`src/shared/pcg_pkg.sv`:
```
// Purpose: Shared constants and types of the clock generator with write guard
// Assumes: 8-bit register data, 4-bit register address, 200 MHz system clock
// Notes: Register offsets, field positions, reset values and timing counts live here

package pcg_pkg;

	// ---------------------------------------------------------------
	// Bus types
	// ---------------------------------------------------------------
	typedef logic [3:0] pcg_addr_t;
	typedef logic [7:0] pcg_data_t;

	// ---------------------------------------------------------------
	// Register offsets
	// ---------------------------------------------------------------
	localparam pcg_addr_t OFS_SYNTH = 4'h0;
	localparam pcg_addr_t OFS_REF_DIVIDE_FIELD = 4'h1;
	localparam pcg_addr_t OFS_POST_DIVIDE_FIELD = 4'h2;
	localparam pcg_addr_t OFS_FLAGS = 4'h3;
	localparam pcg_addr_t OFS_IRQEN = 4'h4;
	localparam pcg_addr_t OFS_CLKSEL = 4'h5;
	localparam pcg_addr_t OFS_PLLCFG = 4'h6;
	localparam pcg_addr_t OFS_TRIMHI = 4'h7;
	localparam pcg_addr_t OFS_TRIMLO = 4'h8;
	localparam pcg_addr_t OFS_OSC = 4'h9;
	localparam pcg_addr_t OFS_GUARD = 4'hA;
	localparam pcg_addr_t OFS_TEST = 4'hB;

	// ---------------------------------------------------------------
	// Reset values
	// ---------------------------------------------------------------
	localparam pcg_data_t RST_SYNTH = 8'h5F;   // Vco range 01, multiply field 0x1F
	localparam pcg_data_t RST_REF_DIVIDE_FIELD = 8'h00;
	localparam pcg_data_t RST_POST_DIVIDE_FIELD = 8'h03;
	localparam pcg_data_t RST_CLKSEL = 8'h80;  // Bus clock from loop output
	localparam pcg_data_t RST_ZERO = 8'h00;
	localparam logic RST_GUARD = 1'b0;

	// ---------------------------------------------------------------
	// Field positions and special values
	// ---------------------------------------------------------------
	localparam int F_RANGE_LSB = 6;
	localparam int F_PLL_SOURCE_SELECT = 7;
	localparam int F_CRYSTAL_ENABLE = 7;
	localparam int F_FILTER_WINDOW_WIDE = 6;
	localparam int F_PINSEN = 5;
	localparam int F_SETTLEIF = 4;
	localparam int F_SETTLED = 3;
	localparam int F_XTALIF = 1;
	localparam int F_QUAL = 0;
	localparam int F_SETTLEIE = 4;
	localparam int F_XTALIE = 1;
	localparam int F_GUARD = 0;
	localparam pcg_data_t GUARD_KEY = 8'h26;
	localparam logic [4:0] UNLOCKED_POST_DIVIDE_FIELD = 5'h03;  // Divide by four

	// ---------------------------------------------------------------
	// Timing
	// ---------------------------------------------------------------
	localparam int CLK_PERIOD_NS = 5;
	localparam int RC_PERIOD_NS = 1000;
	localparam int RC_DIV_CYC = RC_PERIOD_NS / CLK_PERIOD_NS;
	localparam logic [7:0] RC_DIV_VAL = 8'(RC_DIV_CYC - 1);
	localparam int CLK_MHZ = 1000 / CLK_PERIOD_NS;
	localparam int VCO_RST_MHZ = 64;
	localparam logic [15:0] VCO_INC_RST = 16'((VCO_RST_MHZ * 65536) / CLK_MHZ);
	localparam logic [15:0] LOCK_TOL = 16'h0002;
	localparam logic [15:0] UNLOCK_TOL = 16'h0004;
	localparam logic [3:0] QUAL_EDGES = 4'h8;

	// Lock detector states
	typedef enum logic [1:0] {LK_HUNT = 2'b01, LK_HELD = 2'b10} pcg_lock_t;

endpackage

```
`src/shared/pcg_filt_if.sv`:
```
// Purpose: Carries the crystal filter controls and results between modules
// Assumes: One clock domain, signals are plain levels or one-cycle pulses
// Notes: ctrl side is the clock generator, filt side is the spike filter

`timescale 1ns/1ps
`default_nettype none

interface pcg_filt_if;
	logic sampleEn;     // Vco rate sample pulse
	logic xtalIn;       // Raw crystal level
	logic enable;       // Crystal path enabled
	logic wide;         // Wide edge window
	logic [4:0] ratio;  // Half period in vco cycles, 0 = off
	logic xtalTick;     // Filtered crystal rising edge
	logic noise;        // Unfilterable disturbance pulse
	logic qualified;    // Crystal judged stable
	modport ctrl (output sampleEn, xtalIn, enable, wide, ratio,
		input xtalTick, noise, qualified);
	modport filt (input sampleEn, xtalIn, enable, wide, ratio,
		output xtalTick, noise, qualified);
endinterface

`default_nettype wire

```
`src/verilog/pcg_clock_gen.sv`:
```
// Purpose: Clock generation with reference select, loop model and write guard
// Assumes: All clocks except the crystal input level are modelled as one-cycle enable pulses on clk
// Notes: The loop is a phase accumulator steered by period comparison
//
// Design decisions made here: the register offsets and the plain strobed port.

`timescale 1ns/1ps
`default_nettype none

module pcg_clock_gen (
	input wire logic clk,
	input wire logic srst,
	input wire pcg_pkg::pcg_addr_t regAddr,
	input wire pcg_pkg::pcg_data_t wrData,
	input wire logic wrStrobe,
	input wire logic rdStrobe,
	output var pcg_pkg::pcg_data_t rdData,
	input wire logic specialMode,
	input wire logic crystalInput,
	output logic referenceTick,
	output logic vcoTick,
	output logic feedbackTick,
	output logic pllOutTick,
	output logic busTick,
	output logic irqReq
);
	import pcg_pkg::*;

	// ---------------------------------------------------------------
	// Helpers
	// ---------------------------------------------------------------
	// Write hit on one offset
	function automatic logic wrHit(input pcg_addr_t a, input pcg_addr_t ofs,
		input logic we);
		return we && (a == ofs);
	endfunction

	// Magnitude of a period difference
	function automatic logic [15:0] absDiff(input logic [15:0] a, input logic [15:0] b);
		return (a > b) ? (a - b) : (b - a);
	endfunction

	// ---------------------------------------------------------------
	// Registers
	// ---------------------------------------------------------------
	pcg_data_t synth_ff;     // Vco range and multiply field
	pcg_data_t ref_divide_field_ff;    // Reference range and divide field
	pcg_data_t post_divide_field_ff;   // Post divide field
	pcg_data_t clkSel_ff;    // Source select
	pcg_data_t pllCfg_ff;    // Loop options, stored only
	pcg_data_t trimHi_ff;    // Rc trim, stored only
	pcg_data_t trimLo_ff;
	pcg_data_t osc_ff;       // Crystal enable, window, filter ratio
	pcg_data_t test_ff;      // Factory test
	pcg_data_t irqEn_ff;     // Interrupt enables
	pcg_data_t rdData_ff;    // Read data register
	logic guard_ff;          // Guard closed
	logic pinsEn_ff;         // Crystal pins reserved, sticky
	logic settleIf_ff;       // Settled changed
	logic xtalIf_ff;         // Qualified changed
	logic qualPrev_ff;       // Qualified, last cycle
	logic irq_ff;
	pcg_lock_t lock_ff, nxt_lock;

	// Loop model state
	logic [15:0] phase_ff;   // Vco phase accumulator
	logic [15:0] inc_ff;     // Vco phase step, sets frequency
	logic vcoTick_ff;
	logic [15:0] refCnt_ff, refPer_ff;  // Reference period in clk cycles
	logic [15:0] fbCnt_ff, fbPer_ff;    // Feedback period in clk cycles
	logic fbSeen_ff;         // A feedback period has been measured

	logic wrGuarded, oscWr, crystal_enable, settled, qualNow, rcTick, xtalDivTick, pllDivTick;
	logic [16:0] phaseSum;
	logic [15:0] err, step;

	pcg_filt_if fif ();

	// ---------------------------------------------------------------
	// Write decode
	// ---------------------------------------------------------------
	assign wrGuarded = wrStrobe && !guard_ff;
	// Crystal control also needs the loop as bus source
	assign oscWr = wrHit(regAddr, OFS_OSC, wrGuarded) && clkSel_ff[F_PLL_SOURCE_SELECT];
	assign crystal_enable = osc_ff[F_CRYSTAL_ENABLE];
	assign settled = (lock_ff == LK_HELD);

	// Guard register: key opens, anything else closes
	always_ff @(posedge clk)
	begin
		if (srst)
			guard_ff <= RST_GUARD;
		else if (wrHit(regAddr, OFS_GUARD, wrStrobe))
			guard_ff <= (wrData != GUARD_KEY);
	end

	// Guarded loop configuration
	always_ff @(posedge clk)
	begin
		if (srst)
		begin
			synth_ff <= RST_SYNTH;
			ref_divide_field_ff <= RST_REF_DIVIDE_FIELD;
			pllCfg_ff <= RST_ZERO;
			trimHi_ff <= RST_ZERO;
			trimLo_ff <= RST_ZERO;
		end
		else
		begin
			if (wrHit(regAddr, OFS_SYNTH, wrGuarded))
				synth_ff <= wrData;
			if (wrHit(regAddr, OFS_REF_DIVIDE_FIELD, wrGuarded))
				ref_divide_field_ff <= wrData;
			if (wrHit(regAddr, OFS_PLLCFG, wrGuarded))
				pllCfg_ff <= wrData;
			if (wrHit(regAddr, OFS_TRIMHI, wrGuarded))
				trimHi_ff <= wrData;
			if (wrHit(regAddr, OFS_TRIMLO, wrGuarded))
				trimLo_ff <= wrData;
		end
	end

	// Source select; losing crystal status forces the loop back in
	always_ff @(posedge clk)
	begin
		if (srst)
			clkSel_ff <= RST_CLKSEL;
		else if (qualPrev_ff && !qualNow)
			clkSel_ff[F_PLL_SOURCE_SELECT] <= 1'b1;
		else if (wrHit(regAddr, OFS_CLKSEL, wrGuarded))
			clkSel_ff <= wrData;
	end

	// Crystal control; the pins bit is read-only and sticky
	always_ff @(posedge clk)
	begin
		if (srst)
			osc_ff <= RST_ZERO;
		else if (oscWr)
			osc_ff <= {wrData[7:6], 1'b0, wrData[4:0]};
	end

	always_ff @(posedge clk)
	begin
		if (srst)
			pinsEn_ff <= 1'b0;
		else if (crystal_enable)
			pinsEn_ff <= 1'b1;
	end

	// Unguarded registers
	always_ff @(posedge clk)
	begin
		if (srst)
		begin
			post_divide_field_ff <= RST_POST_DIVIDE_FIELD;
			irqEn_ff <= RST_ZERO;
			test_ff <= RST_ZERO;
		end
		else
		begin
			if (wrHit(regAddr, OFS_POST_DIVIDE_FIELD, wrStrobe))
				post_divide_field_ff <= {3'h0, wrData[4:0]};
			if (wrHit(regAddr, OFS_IRQEN, wrStrobe))
				irqEn_ff <= {3'h0, wrData[F_SETTLEIE], 2'h0, wrData[F_XTALIE], 1'b0};
			// Outside special mode the write is dropped
			if (wrHit(regAddr, OFS_TEST, wrStrobe) && specialMode)
				test_ff <= wrData;
		end
	end

	// ---------------------------------------------------------------
	// Reference path
	// ---------------------------------------------------------------
	// Trimmed rc stand-in: one pulse per microsecond
	pcg_tick_div #(.W(8)) uRcDiv (
		.clk(clk),
		.srst(srst),
		.en(1'b1),
		.div(RC_DIV_VAL),
		.tick(rcTick)
	);

	// Crystal edges after the filter, divided by field plus one
	pcg_tick_div #(.W(4)) uRefDiv (
		.clk(clk),
		.srst(srst),
		.en(fif.xtalTick),
		.div(ref_divide_field_ff[3:0]),
		.tick(xtalDivTick)
	);

	assign referenceTick = crystal_enable ? xtalDivTick : rcTick;

	// Filter is fed at the vco rate; a control write restarts it
	assign fif.sampleEn = vcoTick_ff;
	assign fif.xtalIn = crystalInput;
	assign fif.enable = crystal_enable && !oscWr;
	assign fif.wide = osc_ff[F_FILTER_WINDOW_WIDE];
	assign fif.ratio = osc_ff[4:0];
	assign qualNow = fif.qualified;

	pcg_osc_filter uFilt (
		.clk(clk),
		.srst(srst),
		.fi(fif)
	);

	// ---------------------------------------------------------------
	// Vco model
	// ---------------------------------------------------------------
	// Carry out of the accumulator is one vco cycle
	assign phaseSum = {1'b0, phase_ff} + {1'b0, inc_ff};

	always_ff @(posedge clk)
	begin
		if (srst)
		begin
			phase_ff <= '0;
			vcoTick_ff <= 1'b0;
		end
		else
		begin
			phase_ff <= phaseSum[15:0];
			vcoTick_ff <= phaseSum[16];
		end
	end

	assign vcoTick = vcoTick_ff;

	// Feedback divides by twice the multiplier, so it meets the reference
	pcg_tick_div #(.W(7)) uFbDiv (
		.clk(clk),
		.srst(srst),
		.en(vcoTick_ff),
		.div({synth_ff[5:0], 1'b1}),
		.tick(feedbackTick)
	);

	// Period meters; they saturate so a stalled clock reads as slow
	always_ff @(posedge clk)
	begin
		if (srst)
		begin
			refCnt_ff <= '0;
			refPer_ff <= '0;
		end
		else if (referenceTick)
		begin
			refCnt_ff <= 16'h0001;
			refPer_ff <= refCnt_ff;
		end
		else if (refCnt_ff != 16'hFFFF)
			refCnt_ff <= refCnt_ff + 16'h0001;
	end

	always_ff @(posedge clk)
	begin
		if (srst)
		begin
			fbCnt_ff <= '0;
			fbPer_ff <= '0;
			fbSeen_ff <= 1'b0;
		end
		else if (feedbackTick)
		begin
			fbCnt_ff <= 16'h0001;
			fbPer_ff <= fbCnt_ff;
			fbSeen_ff <= 1'b1;
		end
		else if (fbCnt_ff != 16'hFFFF)
			fbCnt_ff <= fbCnt_ff + 16'h0001;
	end

	// Proportional step; large errors are clipped to keep the loop damped
	assign err = absDiff(fbPer_ff, refPer_ff);
	assign step = (err > 16'h0FFF) ? 16'hFFF0 : {err[11:0], 4'h0};

	// Frequency correction once per reference period
	always_ff @(posedge clk)
	begin
		if (srst)
			inc_ff <= VCO_INC_RST;
		else if (referenceTick && fbSeen_ff)
		begin
			if (fbPer_ff > refPer_ff)
				inc_ff <= (inc_ff > 16'hFFFF - step) ? 16'hFFFF : inc_ff + step;
			else
				inc_ff <= (inc_ff <= step) ? 16'h0001 : inc_ff - step;
		end
	end

	// ---------------------------------------------------------------
	// Lock detector
	// ---------------------------------------------------------------
	// Hysteresis between lock and unlock tolerances
	always_comb
	begin
		nxt_lock = lock_ff;
		unique case (lock_ff)
			LK_HUNT:
				if (referenceTick && fbSeen_ff && (err <= LOCK_TOL))
					nxt_lock = LK_HELD;
			LK_HELD:
				if (referenceTick && (err > UNLOCK_TOL))
					nxt_lock = LK_HUNT;
			default:
				nxt_lock = LK_HUNT;
		endcase
		// Noise or a crystal control write drops the lock at once
		if (fif.noise || oscWr)
			nxt_lock = LK_HUNT;
	end

	always_ff @(posedge clk)
	begin
		if (srst)
			lock_ff <= LK_HUNT;
		else
			lock_ff <= nxt_lock;
	end

	// ---------------------------------------------------------------
	// Output dividers
	// ---------------------------------------------------------------
	// Unsettled output runs at vco over four whatever the field holds
	pcg_tick_div #(.W(5)) uPostDiv (
		.clk(clk),
		.srst(srst),
		.en(vcoTick_ff),
		.div(settled ? post_divide_field_ff[4:0] : UNLOCKED_POST_DIVIDE_FIELD),
		.tick(pllOutTick)
	);

	pcg_tick_div #(.W(1)) uBusDiv (
		.clk(clk),
		.srst(srst),
		.en(pllOutTick),
		.div(1'b1),
		.tick(pllDivTick)
	);

	// Without the loop, the filtered crystal drives the bus
	assign busTick = clkSel_ff[F_PLL_SOURCE_SELECT] ? pllDivTick : fif.xtalTick;

	// ---------------------------------------------------------------
	// Status flags
	// ---------------------------------------------------------------
	always_ff @(posedge clk)
	begin
		if (srst)
			qualPrev_ff <= 1'b0;
		else
			qualPrev_ff <= qualNow;
	end

	// Set wins over a write-one clear in the same cycle
	always_ff @(posedge clk)
	begin
		if (srst)
			settleIf_ff <= 1'b0;
		else if ((nxt_lock != lock_ff) || fif.noise)
			settleIf_ff <= 1'b1;
		else if (wrHit(regAddr, OFS_FLAGS, wrStrobe) && wrData[F_SETTLEIF])
			settleIf_ff <= 1'b0;
	end

	always_ff @(posedge clk)
	begin
		if (srst)
			xtalIf_ff <= 1'b0;
		else if ((qualNow != qualPrev_ff) || fif.noise)
			xtalIf_ff <= 1'b1;
		else if (wrHit(regAddr, OFS_FLAGS, wrStrobe) && wrData[F_XTALIF])
			xtalIf_ff <= 1'b0;
	end

	// Request follows enabled flags; software must clear enables before stop
	always_ff @(posedge clk)
	begin
		if (srst)
			irq_ff <= 1'b0;
		else
			irq_ff <= (settleIf_ff && irqEn_ff[F_SETTLEIE])
				|| (xtalIf_ff && irqEn_ff[F_XTALIE]);
	end

	assign irqReq = irq_ff;

	// ---------------------------------------------------------------
	// Read port
	// ---------------------------------------------------------------
	// Settled and qualified bits are read-only views of live state
	always_ff @(posedge clk)
	begin
		if (srst)
			rdData_ff <= '0;
		else if (rdStrobe)
		begin
			unique case (regAddr)
				OFS_SYNTH: rdData_ff <= synth_ff;
				OFS_REF_DIVIDE_FIELD: rdData_ff <= ref_divide_field_ff;
				OFS_POST_DIVIDE_FIELD: rdData_ff <= post_divide_field_ff;
				OFS_FLAGS: rdData_ff <= {3'h0, settleIf_ff, settled, 1'b0, xtalIf_ff, qualNow};
				OFS_IRQEN: rdData_ff <= irqEn_ff;
				OFS_CLKSEL: rdData_ff <= clkSel_ff;
				OFS_PLLCFG: rdData_ff <= pllCfg_ff;
				OFS_TRIMHI: rdData_ff <= trimHi_ff;
				OFS_TRIMLO: rdData_ff <= trimLo_ff;
				OFS_OSC: rdData_ff <= {osc_ff[7:6], pinsEn_ff, osc_ff[4:0]};
				OFS_GUARD: rdData_ff <= {7'h00, guard_ff};
				OFS_TEST: rdData_ff <= test_ff;
				default: rdData_ff <= 8'h00;
			endcase
		end
		else
			rdData_ff <= '0;
	end

	assign rdData = rdData_ff;
endmodule

`default_nettype wire

```
`src/verilog/pcg_tick_div.sv`:
```
// Purpose: Divides an enable pulse stream by a programmable ratio
// Assumes: div holds ratio minus one
// Notes: Compares with >= so a lowered ratio never stalls the count

`timescale 1ns/1ps
`default_nettype none

module pcg_tick_div #(
	parameter int W = 8
) (
	input wire logic clk,
	input wire logic srst,
	input wire logic en,
	input wire logic [W-1:0] div,
	output logic tick
);
	logic [W-1:0] cnt_ff;  // Input pulses since last output

	// Output pulse on the last input pulse of each period
	assign tick = en && (cnt_ff >= div);

	// ---------------------------------------------------------------
	// Counter
	// ---------------------------------------------------------------
	always_ff @(posedge clk)
	begin
		if (srst)
			cnt_ff <= '0;
		else if (tick)
			cnt_ff <= '0;
		else if (en)
			cnt_ff <= cnt_ff + 1'b1;
	end
endmodule

`default_nettype wire

```
`src/verilog/pcg_osc_filter.sv`:
```
// Purpose: Adaptive spike filter and noise detector for the crystal clock
// Assumes: sampleEn pulses at the vco rate
// Notes: Edges outside the expected window are dropped, not passed on

`timescale 1ns/1ps
`default_nettype none

module pcg_osc_filter (
	input wire logic clk,
	input wire logic srst,
	pcg_filt_if.filt fi
);
	import pcg_pkg::*;

	logic prev_ff;        // Last sampled crystal level
	logic [5:0] cnt_ff;   // Vco samples since last accepted edge
	logic [3:0] good_ff;  // Clean rising edges counted
	logic qual_ff;        // Qualified status
	logic filtOn, detOn, edgeSeen, inWin, accept;
	logic [5:0] lo, hi;

	// ---------------------------------------------------------------
	// Window and mode decode
	// ---------------------------------------------------------------
	assign filtOn = (fi.ratio != 5'h00);
	assign detOn = (fi.ratio >= 5'h04) || ((fi.ratio >= 5'h02) && !fi.wide);
	// Window is three samples wide or one, centred on the half period
	assign lo = fi.wide ? ({1'b0, fi.ratio} - 6'h01) : {1'b0, fi.ratio};
	assign hi = fi.wide ? ({1'b0, fi.ratio} + 6'h01) : {1'b0, fi.ratio};
	assign edgeSeen = fi.sampleEn && (fi.xtalIn != prev_ff);
	assign inWin = (cnt_ff >= lo) && (cnt_ff <= hi);
	// Bypassed filter passes every edge
	assign accept = edgeSeen && (!filtOn || inWin);
	assign fi.noise = fi.enable && edgeSeen && filtOn && detOn && !inWin;
	assign fi.xtalTick = fi.enable && accept && fi.xtalIn;
	assign fi.qualified = qual_ff;

	// ---------------------------------------------------------------
	// Sampler and window counter
	// ---------------------------------------------------------------
	always_ff @(posedge clk)
	begin
		if (srst)
			prev_ff <= 1'b0;
		else if (fi.sampleEn)
			prev_ff <= fi.xtalIn;
	end

	// Saturates so a stopped crystal cannot wrap into a false window
	always_ff @(posedge clk)
	begin
		if (srst || !fi.enable)
			cnt_ff <= '0;
		else if (accept)
			cnt_ff <= 6'h01;
		else if (fi.sampleEn && (cnt_ff != 6'h3F))
			cnt_ff <= cnt_ff + 6'h01;
	end

	// ---------------------------------------------------------------
	// Qualification
	// ---------------------------------------------------------------
	always_ff @(posedge clk)
	begin
		if (srst || !fi.enable || fi.noise)
		begin
			good_ff <= '0;
			qual_ff <= 1'b0;
		end
		else if (accept && fi.xtalIn && !qual_ff)
		begin
			good_ff <= good_ff + 4'h1;
			qual_ff <= (good_ff == QUAL_EDGES - 4'h1);
		end
	end
endmodule

`default_nettype wire

```
`config.mk`:
```
export PLATFORM = sky130hd
export DESIGN_NAME = pcg_clock_gen
export DESIGN_NICKNAME = d
export VERILOG_FILES = /design/src/shared/pcg_pkg.sv /design/src/shared/pcg_filt_if.sv /design/src/verilog/pcg_clock_gen.sv /design/src/verilog/pcg_tick_div.sv /design/src/verilog/pcg_osc_filter.sv
export SDC_FILE = /design/constraint.sdc
export NUM_CORES = 1
export LEC_CHECK = 0
export ABC_AREA = 1
export BUFFER_PORTS_ARGS = -buffer_cell sky130_fd_sc_hd__buf_2
export CAP_MARGIN = 30
export CELL_PAD_IN_SITES_DETAIL_PLACEMENT = 2
export CELL_PAD_IN_SITES_GLOBAL_PLACEMENT = 2
export CORE_ASPECT_RATIO = 2
export CORE_MARGIN = 1.5
export CORE_UTILIZATION = 30
export DETAILED_ROUTE_END_ITERATION = 10
export GPL_TIMING_DRIVEN = 0
export PLACE_DENSITY = 0.69
export SLEW_MARGIN = 20
export SYNTH_ARGS = -nofsm -noshare
export SYNTH_HDL_FRONTEND = slang
export SYNTH_SLANG_ARGS = --single-unit
```
`constraint.sdc`:
```
create_clock -name clk -period 9.9 [get_ports clk]
set_clock_uncertainty 0.2 [all_clocks]
set_input_delay 1.98 -clock clk [delete_from_list [all_inputs] [get_ports clk]]
set_output_delay 1.98 -clock clk [all_outputs]
set_load 0.1 [all_outputs]
```
### Word level (Yosys, flattened, before mapping)

Index checks and enable logic that the tools add are counted.

* add/subtract/negate cells: 17
* $lt $le $gt $ge: 15
* equality and inequality tests: 21
* mux-type cells: 25
* bitwise gates (word level): 2
* reduce and logical (&&, ||, !) cells: 73

Operator list (count)
* $pmux 8 s12: 1
* $mux 16: 5
* $sub 16x16->16: 3
* $logic_and 1x1->1: 41
* $add 16x1->16 const B: 2
* $gt 16x16->1: 2
* $ne 16x16->1 const B: 2
* $eq 4x3->1 const B: 5
* $reduce_or 2->1: 9
* $add 16x16->17: 1
* $add 16x16->16: 1
* $eq 4x4->1 const B: 4
* $gt 16x12->1 const B: 1
* $gt 16x3->1 const B: 1
* $le 16x16->1: 1
* $le 16x2->1 const B: 1
* $sub 16x16->16 const A: 1
* $mux 1: 12
* $mux 6: 2
* $reduce_bool 2->1: 5
* $add 4x1->4 const B: 2
* $add 8x1->8 const B: 1
* $eq 4x2->1 const B: 2
* $ge 8x8->1 const B: 1
* 30 further kinds: 47

* bits in registers: 221
* output and inout port bits: 14
* word-level logic and storage cells: 192

### Logic depth before layout (Yosys ltp)

* depth after elaboration: 18
* gate-level depth with buffers: 34
* gate-level depth less buffers: 33

### Cells and area by module

From an unflattened synthesis, not the netlist that was laid out.

* cell total of the unflattened synthesis: 2138
* area, all modules: 14497.7 µm²

By module, submodules not included
* pcg_clock_gen: instances 1, cells each 1729, area each 11466.0 µm², seq. area each 3663.5 µm²
* pcg_osc_filter: instances 1, cells each 170, area each 1156.1 µm², seq. area each 240.2 µm²
* pcg_tick_div (uRcDiv): instances 1, cells each 76, area each 584.3 µm², seq. area each 160.2 µm²
* pcg_tick_div (uFbDiv): instances 1, cells each 71, area each 561.8 µm², seq. area each 140.1 µm²
* pcg_tick_div (uPostDiv): instances 1, cells each 48, area each 389.1 µm², seq. area each 100.1 µm²
* pcg_tick_div (uRefDiv): instances 1, cells each 38, area each 282.8 µm², seq. area each 80.1 µm²
* pcg_tick_div (uBusDiv): instances 1, cells each 6, area each 57.6 µm², seq. area each 20.0 µm²

### Worst setup path after synthesis

No wires, ideal clock.

* kind: in2out
* from: input port wrStrobe
* to: output port busTick
* data arrival time: 4.856 ns
* path slack: 2.864 ns
* stages on the path: 6
* path buffers: 1
* cell sequence: buf_2 nand2_1 nor3_2 nor2_1 nand4_1 o21ai_0

* word-level cells in the longest chain between the ends: 8

Ends and longest elaborated chain
* start, declared: line pcg_clock_gen.sv:15 `input wire logic wrStrobe,`
* $logic_and 1x1->1: line pcg_clock_gen.sv:82 `assign wrGuarded = wrStrobe && !guard_ff;`
* $logic_and 1x1->1: line pcg_clock_gen.sv:35 `return we && (a == ofs);`
* $logic_and 1x1->1: line pcg_clock_gen.sv:84 `assign oscWr = wrHit(regAddr, OFS_OSC, wrGuarded) && clkSel_ff[F_PLL_SOURCE_SELECT];`
* $logic_not 1->1: line pcg_clock_gen.sv:198 `assign fif.enable = crystal_enable && !oscWr;`
* $logic_and 1x1->1: line pcg_clock_gen.sv:198
* $logic_and 1x1->1 (2 in series): line pcg_osc_filter.sv:35 `assign fi.xtalTick = fi.enable && accept && fi.xtalIn;`
* $mux 1: line pcg_clock_gen.sv:344 `assign busTick = clkSel_ff[F_PLL_SOURCE_SELECT] ? pllDivTick : fif.xtalTick;`
* end, declared: line pcg_clock_gen.sv:24 `output logic busTick,`

Every way passes these cells.

### Final worst setup path

* from: input port regAddr[3]
* to: output port referenceTick

* word-level cells in the longest chain between the ends: 9

Ends and longest elaborated chain
* start, declared: line pcg_clock_gen.sv:13 `input wire pcg_pkg::pcg_addr_t regAddr,`
* $eq 4x4->1: line pcg_clock_gen.sv:35
* $logic_and 1x1->1: line pcg_clock_gen.sv:35
* $logic_and 1x1->1: line pcg_clock_gen.sv:84
* $logic_not 1->1: line pcg_clock_gen.sv:198
* $logic_and 1x1->1: line pcg_clock_gen.sv:198
* $logic_and 1x1->1 (2 in series): line pcg_osc_filter.sv:35
* $logic_and 1x1->1: line pcg_tick_div.sv:20 `assign tick = en && (cnt_ff >= div);`
* $mux 1: line pcg_clock_gen.sv:193 `assign referenceTick = crystal_enable ? xtalDivTick : rcTick;`
* end, declared: line pcg_clock_gen.sv:20 `output logic referenceTick,`

Every way passes these cells.

==> results.txt <==
- Ys Warns: 0
- Post-Syn Nets: 2151
* Via count of the first global-routing pass: ~16000
- The final hold violation count came to 0.
- In this run the critical register-to-register path is captured at inc_ff[4].
- Across all register-to-register paths, the minimum setup slack is 4150 ps.
* Data required time of the critical path: 7720 ps
- Fill cells in the final layout number 5486.
* Number of distinct library cell variants in the gate-level netlist after synthesis: 56
- Initial drt markers: 223
- Across all hold checks on the routed design, the worst slack comes to 248 ps.
* Clock network latency to the later pin of the worst-skew pair: 550 ps
- Commonest cells post-synth: sky130_fd_sc_hd__nand2_1 (421), sky130_fd_sc_hd__inv_1 (304), sky130_fd_sc_hd__a21oi_1 (225)
* CP max FO: 9
- In this run the clock root is driven by a sky130_fd_sc_hd__clkbuf_16.
- The synthesized netlist devotes between 10% and 20% of its cell area to compound gates.
- Routed signal wires occupy layers up through met4.
- Placement row count: 110
* Final Routed Wirelength: about 55000 µm
* Number of antenna violations at the first check in global routing: 0
- # resized after CTS: 0
* Crit path capture: referenceTick
- In the routed design, unresolved DRC markers number 0.
- The first global-routing pass estimated 85100 µm of wire.
- After Yosys synthesis, XOR and XNOR cells account for 3.84% of the synthesized area.
- STA puts the critical path data arrival time at approximately 4900 ps.
- The net count of the finished layout is 2204.
* Worst slew margin relative to its limit: approximately two fifths
- Power share of the combinational group: ~9.9%
- GRT Residual Overflow: 0
- The first detailed-routing pass ran for 4 iterations.
- After Yosys synthesis, and, or, nand and nor cells account for 25.0% of the synthesized area.
* Core Region: 0.0450 mm²
* Remaining number of nets flagged by the antenna check after routing: 0
* Number of buffers on the longest clock path: 3
- Along the worst hold path, the cell count comes to 1.
* Proportion of total power due to net switching: 27.3%
* Wire length the detailed router placed on met1: ~17000 µm
- In this run, synthesis produced a sequential element count of 220.
- RD Place Congestion: about 0.9
- Of the total synthesized cell area, the portion taken by full adders, half adders and majority gates is 10.9%.
- The critical path starts at regAddr[3].
* Seq/Total Area, Yosys: 32.2%
- Type of element capturing the critical path: primary output
* Worst reg2reg path startpoint: fbPer_ff[0]
* Final routed wire length divided by cell count: 20.8 µm
- Unrepaired setup endpoints after global routing: no
* Fraction of synthesized area in multiplexers: 0%
* # H-tree levels: 1
- Dividing the final minimum period by the clock period gives 71.8%.
- Max Clk Rate: 0.141 GHz
* Wire length on met2: 33100 µm
- Synthesized area per cell: 6.79 µm²
- Power dissipated by switching net loads: 548 µW
- The internal power of the cells totals 1460 µW.
- Maximum vdd drop: roughly 0.14 mV
- Fin crit period: 7110 ps
- Number of violations of the max-capacitance limit: 0
* Largest family of logic cells by synthesized area: simple AND/OR/NAND/NOR gates
- The initial utilization of the core area, before any placement, comes to between 30% and 40%.
* Sum Neg Setup Slack: 0 ps
- The run finished with clean final reports.
* Final number of max-transition violations: 0
* Post CTS Setup Buffer Count: 0
- Global routing used 23.6% of the available tracks across all layers.
- Power spread over the standard cell area amounts to 131 mW/mm².
- Worst hold path class: reg2reg
- After clock tree synthesis, the flow added hold-fix buffers numbering 0.
- Summed over all nets, the half-perimeter wirelength after detailed placement is 45600 µm.
* Number of buffers added by the clock tree synthesis step: 23
- Maximum number of pins on one net before global-route repair: 14
* Final setup fails: 0
- The clock drives 220 sinks.
- In this run the static leakage power is 0.00700 µW.
* Number of top-level pins: 32
- Number of enable-type register cells in the synthesized netlist: 0
- The count of buffers added on input and output ports is 27.
- Floorplan die width: 154 µm
- Synthesis handed over a netlist of 2017 instances.
* Reg power frac: 45.8%
* Antenna diode count: 0
* Synth area leader: sky130_fd_sc_hd__dfxtp_1
* Count of vias placed by the detailed router: 13700
- TritonCTS built the clock tree.
* Y dimension of the die: 305 µm
- The number of cells on the worst reg-to-reg path is 29.
* Proportion of register bits with asynchronous set or reset after synthesis: 0%
- Dividing the detail-routed via count by the number of cells gives 5.17.
- Yosys instantiated no cell more often than sky130_fd_sc_hd__nand2_1.
- P&R area growth vs syn: 11.6%
* Worst slew pin tran: 911 ps
* Proportion of layout cells with a drive suffix above 1: 5.33%
- The critical path is of the in2out type.
* Ys flop type: sky130_fd_sc_hd__dfxtp_1
- Yosys top cell area share: approximately a third
- The worst setup path is launched from a primary input.
- The floorplan step defined a die boundary enclosing 0.0470 mm².
* Clock transition time at the flip-flop clock pins of the worst setup and hold paths: 60 ps
- Summing every instance area after synthesis gives ~0.014 mm².
* Routed wire length on met3: 856 µm
- Fraction of power consumed by the clock network: 44.3%
- By area the synthesized netlist is led by sky130_fd_sc_hd__dfxtp_1 (32%), sky130_fd_sc_hd__nand2_1 (12%), sky130_fd_sc_hd__ha_1 (10%).
## per-layer routing
| layer | track usage (%) | up-vias |
|---|---|---|
| met2 | 52.0 | 194 |
| met3 | 1.55 | 134 |
| li1 | - | 6654 |
| met1 | 18.8 | 6690 |
| met4 | 15.2 | 0 |
| met5 | 0 | - |
## cells by family after synthesis
| kind of cell | Yosys count |
|---|---|
| and+or+nand+nor | 805 |
| AOI/OAI and AO/OA | 446 |
| buffers and inverters | 370 |
| DFF | 220 |
| adders and majority gates | 116 |
| xor gates and xnor gates | 60 |
## final cells by class
cell class	instances	area, µm²	share of cell area (%)
multi-input combinational	1427	7850	51.4
sequential	220	4400	28.8
inverter	309	1160	7.61
tap	560	701	4.59
clock buffer	32	659	4.32
buffer	61	272	1.78
timing repair buffer	28	140	0.918
clock inverter	7	83.8	0.549
## sequential cells by signal (all words and copies together), names as in the netlist, 15 cells and up
register,flops
fbPer_ff,16
refPer_ff,16
fbCnt_ff,16
phase_ff,16
inc_ff,15
refCnt_ff,16
## per-stage QoR
step / area (µm²) / util [%] / instances / setup slack, ps / total power, µW
after floorplan: 13700 / - / 2017 / 2860 / 1070
after global placement: 14500 / 32.3 / 2604 / 2750 / 1130
after detailed placement: 14500 / 32.3 / 2604 / 2710 / 1140
after CTS: 15300 / 33.9 / 2643 / 2710 / 2040
after global routing: 15300 / 33.9 / 2644 / 2650 / 2090
final: 15300 / 33.9 / 2644 / 2790 / 2010
## power groups by stage
stage                     Combinational, µW  Clock, µW  Sequential (µW)
after global placement                  192          0              938
final                                   199        889              919
after CTS                               204        917              920
after detailed placement                201          0              940
after floorplan                         126          0              940
after global routing                    226        944              921
## cells in the final DEF (no fill, tap or decap), types with 6 or more instances in the layout
master / n
sky130_fd_sc_hd__dfxtp_1: 220
sky130_fd_sc_hd__inv_1: 304
sky130_fd_sc_hd__ha_1: 111
sky130_fd_sc_hd__a211oi_1: 6
sky130_fd_sc_hd__a31oi_1: 8
sky130_fd_sc_hd__nand2_2: 6
sky130_fd_sc_hd__buf_2: 34
sky130_fd_sc_hd__o22ai_1: 14
sky130_fd_sc_hd__or2_2: 12
sky130_fd_sc_hd__nand3_1: 119
sky130_fd_sc_hd__o21ai_0: 146
sky130_fd_sc_hd__a221oi_1: 12
sky130_fd_sc_hd__nor2_1: 171
sky130_fd_sc_hd__a21oi_1: 225
sky130_fd_sc_hd__nor3_1: 29
sky130_fd_sc_hd__o21bai_1: 8
sky130_fd_sc_hd__clkbuf_1: 49
sky130_fd_sc_hd__xor2_1: 46
sky130_fd_sc_hd__clkbuf_16: 23
sky130_fd_sc_hd__nand4_1: 17
sky130_fd_sc_hd__xnor2_1: 14
sky130_fd_sc_hd__nand2_1: 421
## critical path: stages
cell                      delay (ps)
sky130_fd_sc_hd__buf_2           120
sky130_fd_sc_hd__inv_1            60
sky130_fd_sc_hd__nor2_1          240
sky130_fd_sc_hd__nand2_2         240
sky130_fd_sc_hd__nor3_2          520
sky130_fd_sc_hd__nor2_1          120
sky130_fd_sc_hd__nand4_1         480
sky130_fd_sc_hd__nor2_1          120
sky130_fd_sc_hd__nor2_2          490
sky130_fd_sc_hd__inv_1           190
sky130_fd_sc_hd__buf_2           340
## how the worst min path moves through the flow
stage                           from                to  slack [ps]
global placement    uRcDiv.cnt_ff[0]  uRcDiv.cnt_ff[0]         230
floorplan           uRcDiv.cnt_ff[0]  uRcDiv.cnt_ff[0]         220
CTS                 uRcDiv.cnt_ff[0]  uRcDiv.cnt_ff[0]         250
global route        uRcDiv.cnt_ff[0]  uRcDiv.cnt_ff[0]         270
detailed placement  uRcDiv.cnt_ff[0]  uRcDiv.cnt_ff[0]         240
finish              uRcDiv.cnt_ff[0]  uRcDiv.cnt_ff[0]         250
Power figures use the tool's default switching activity.
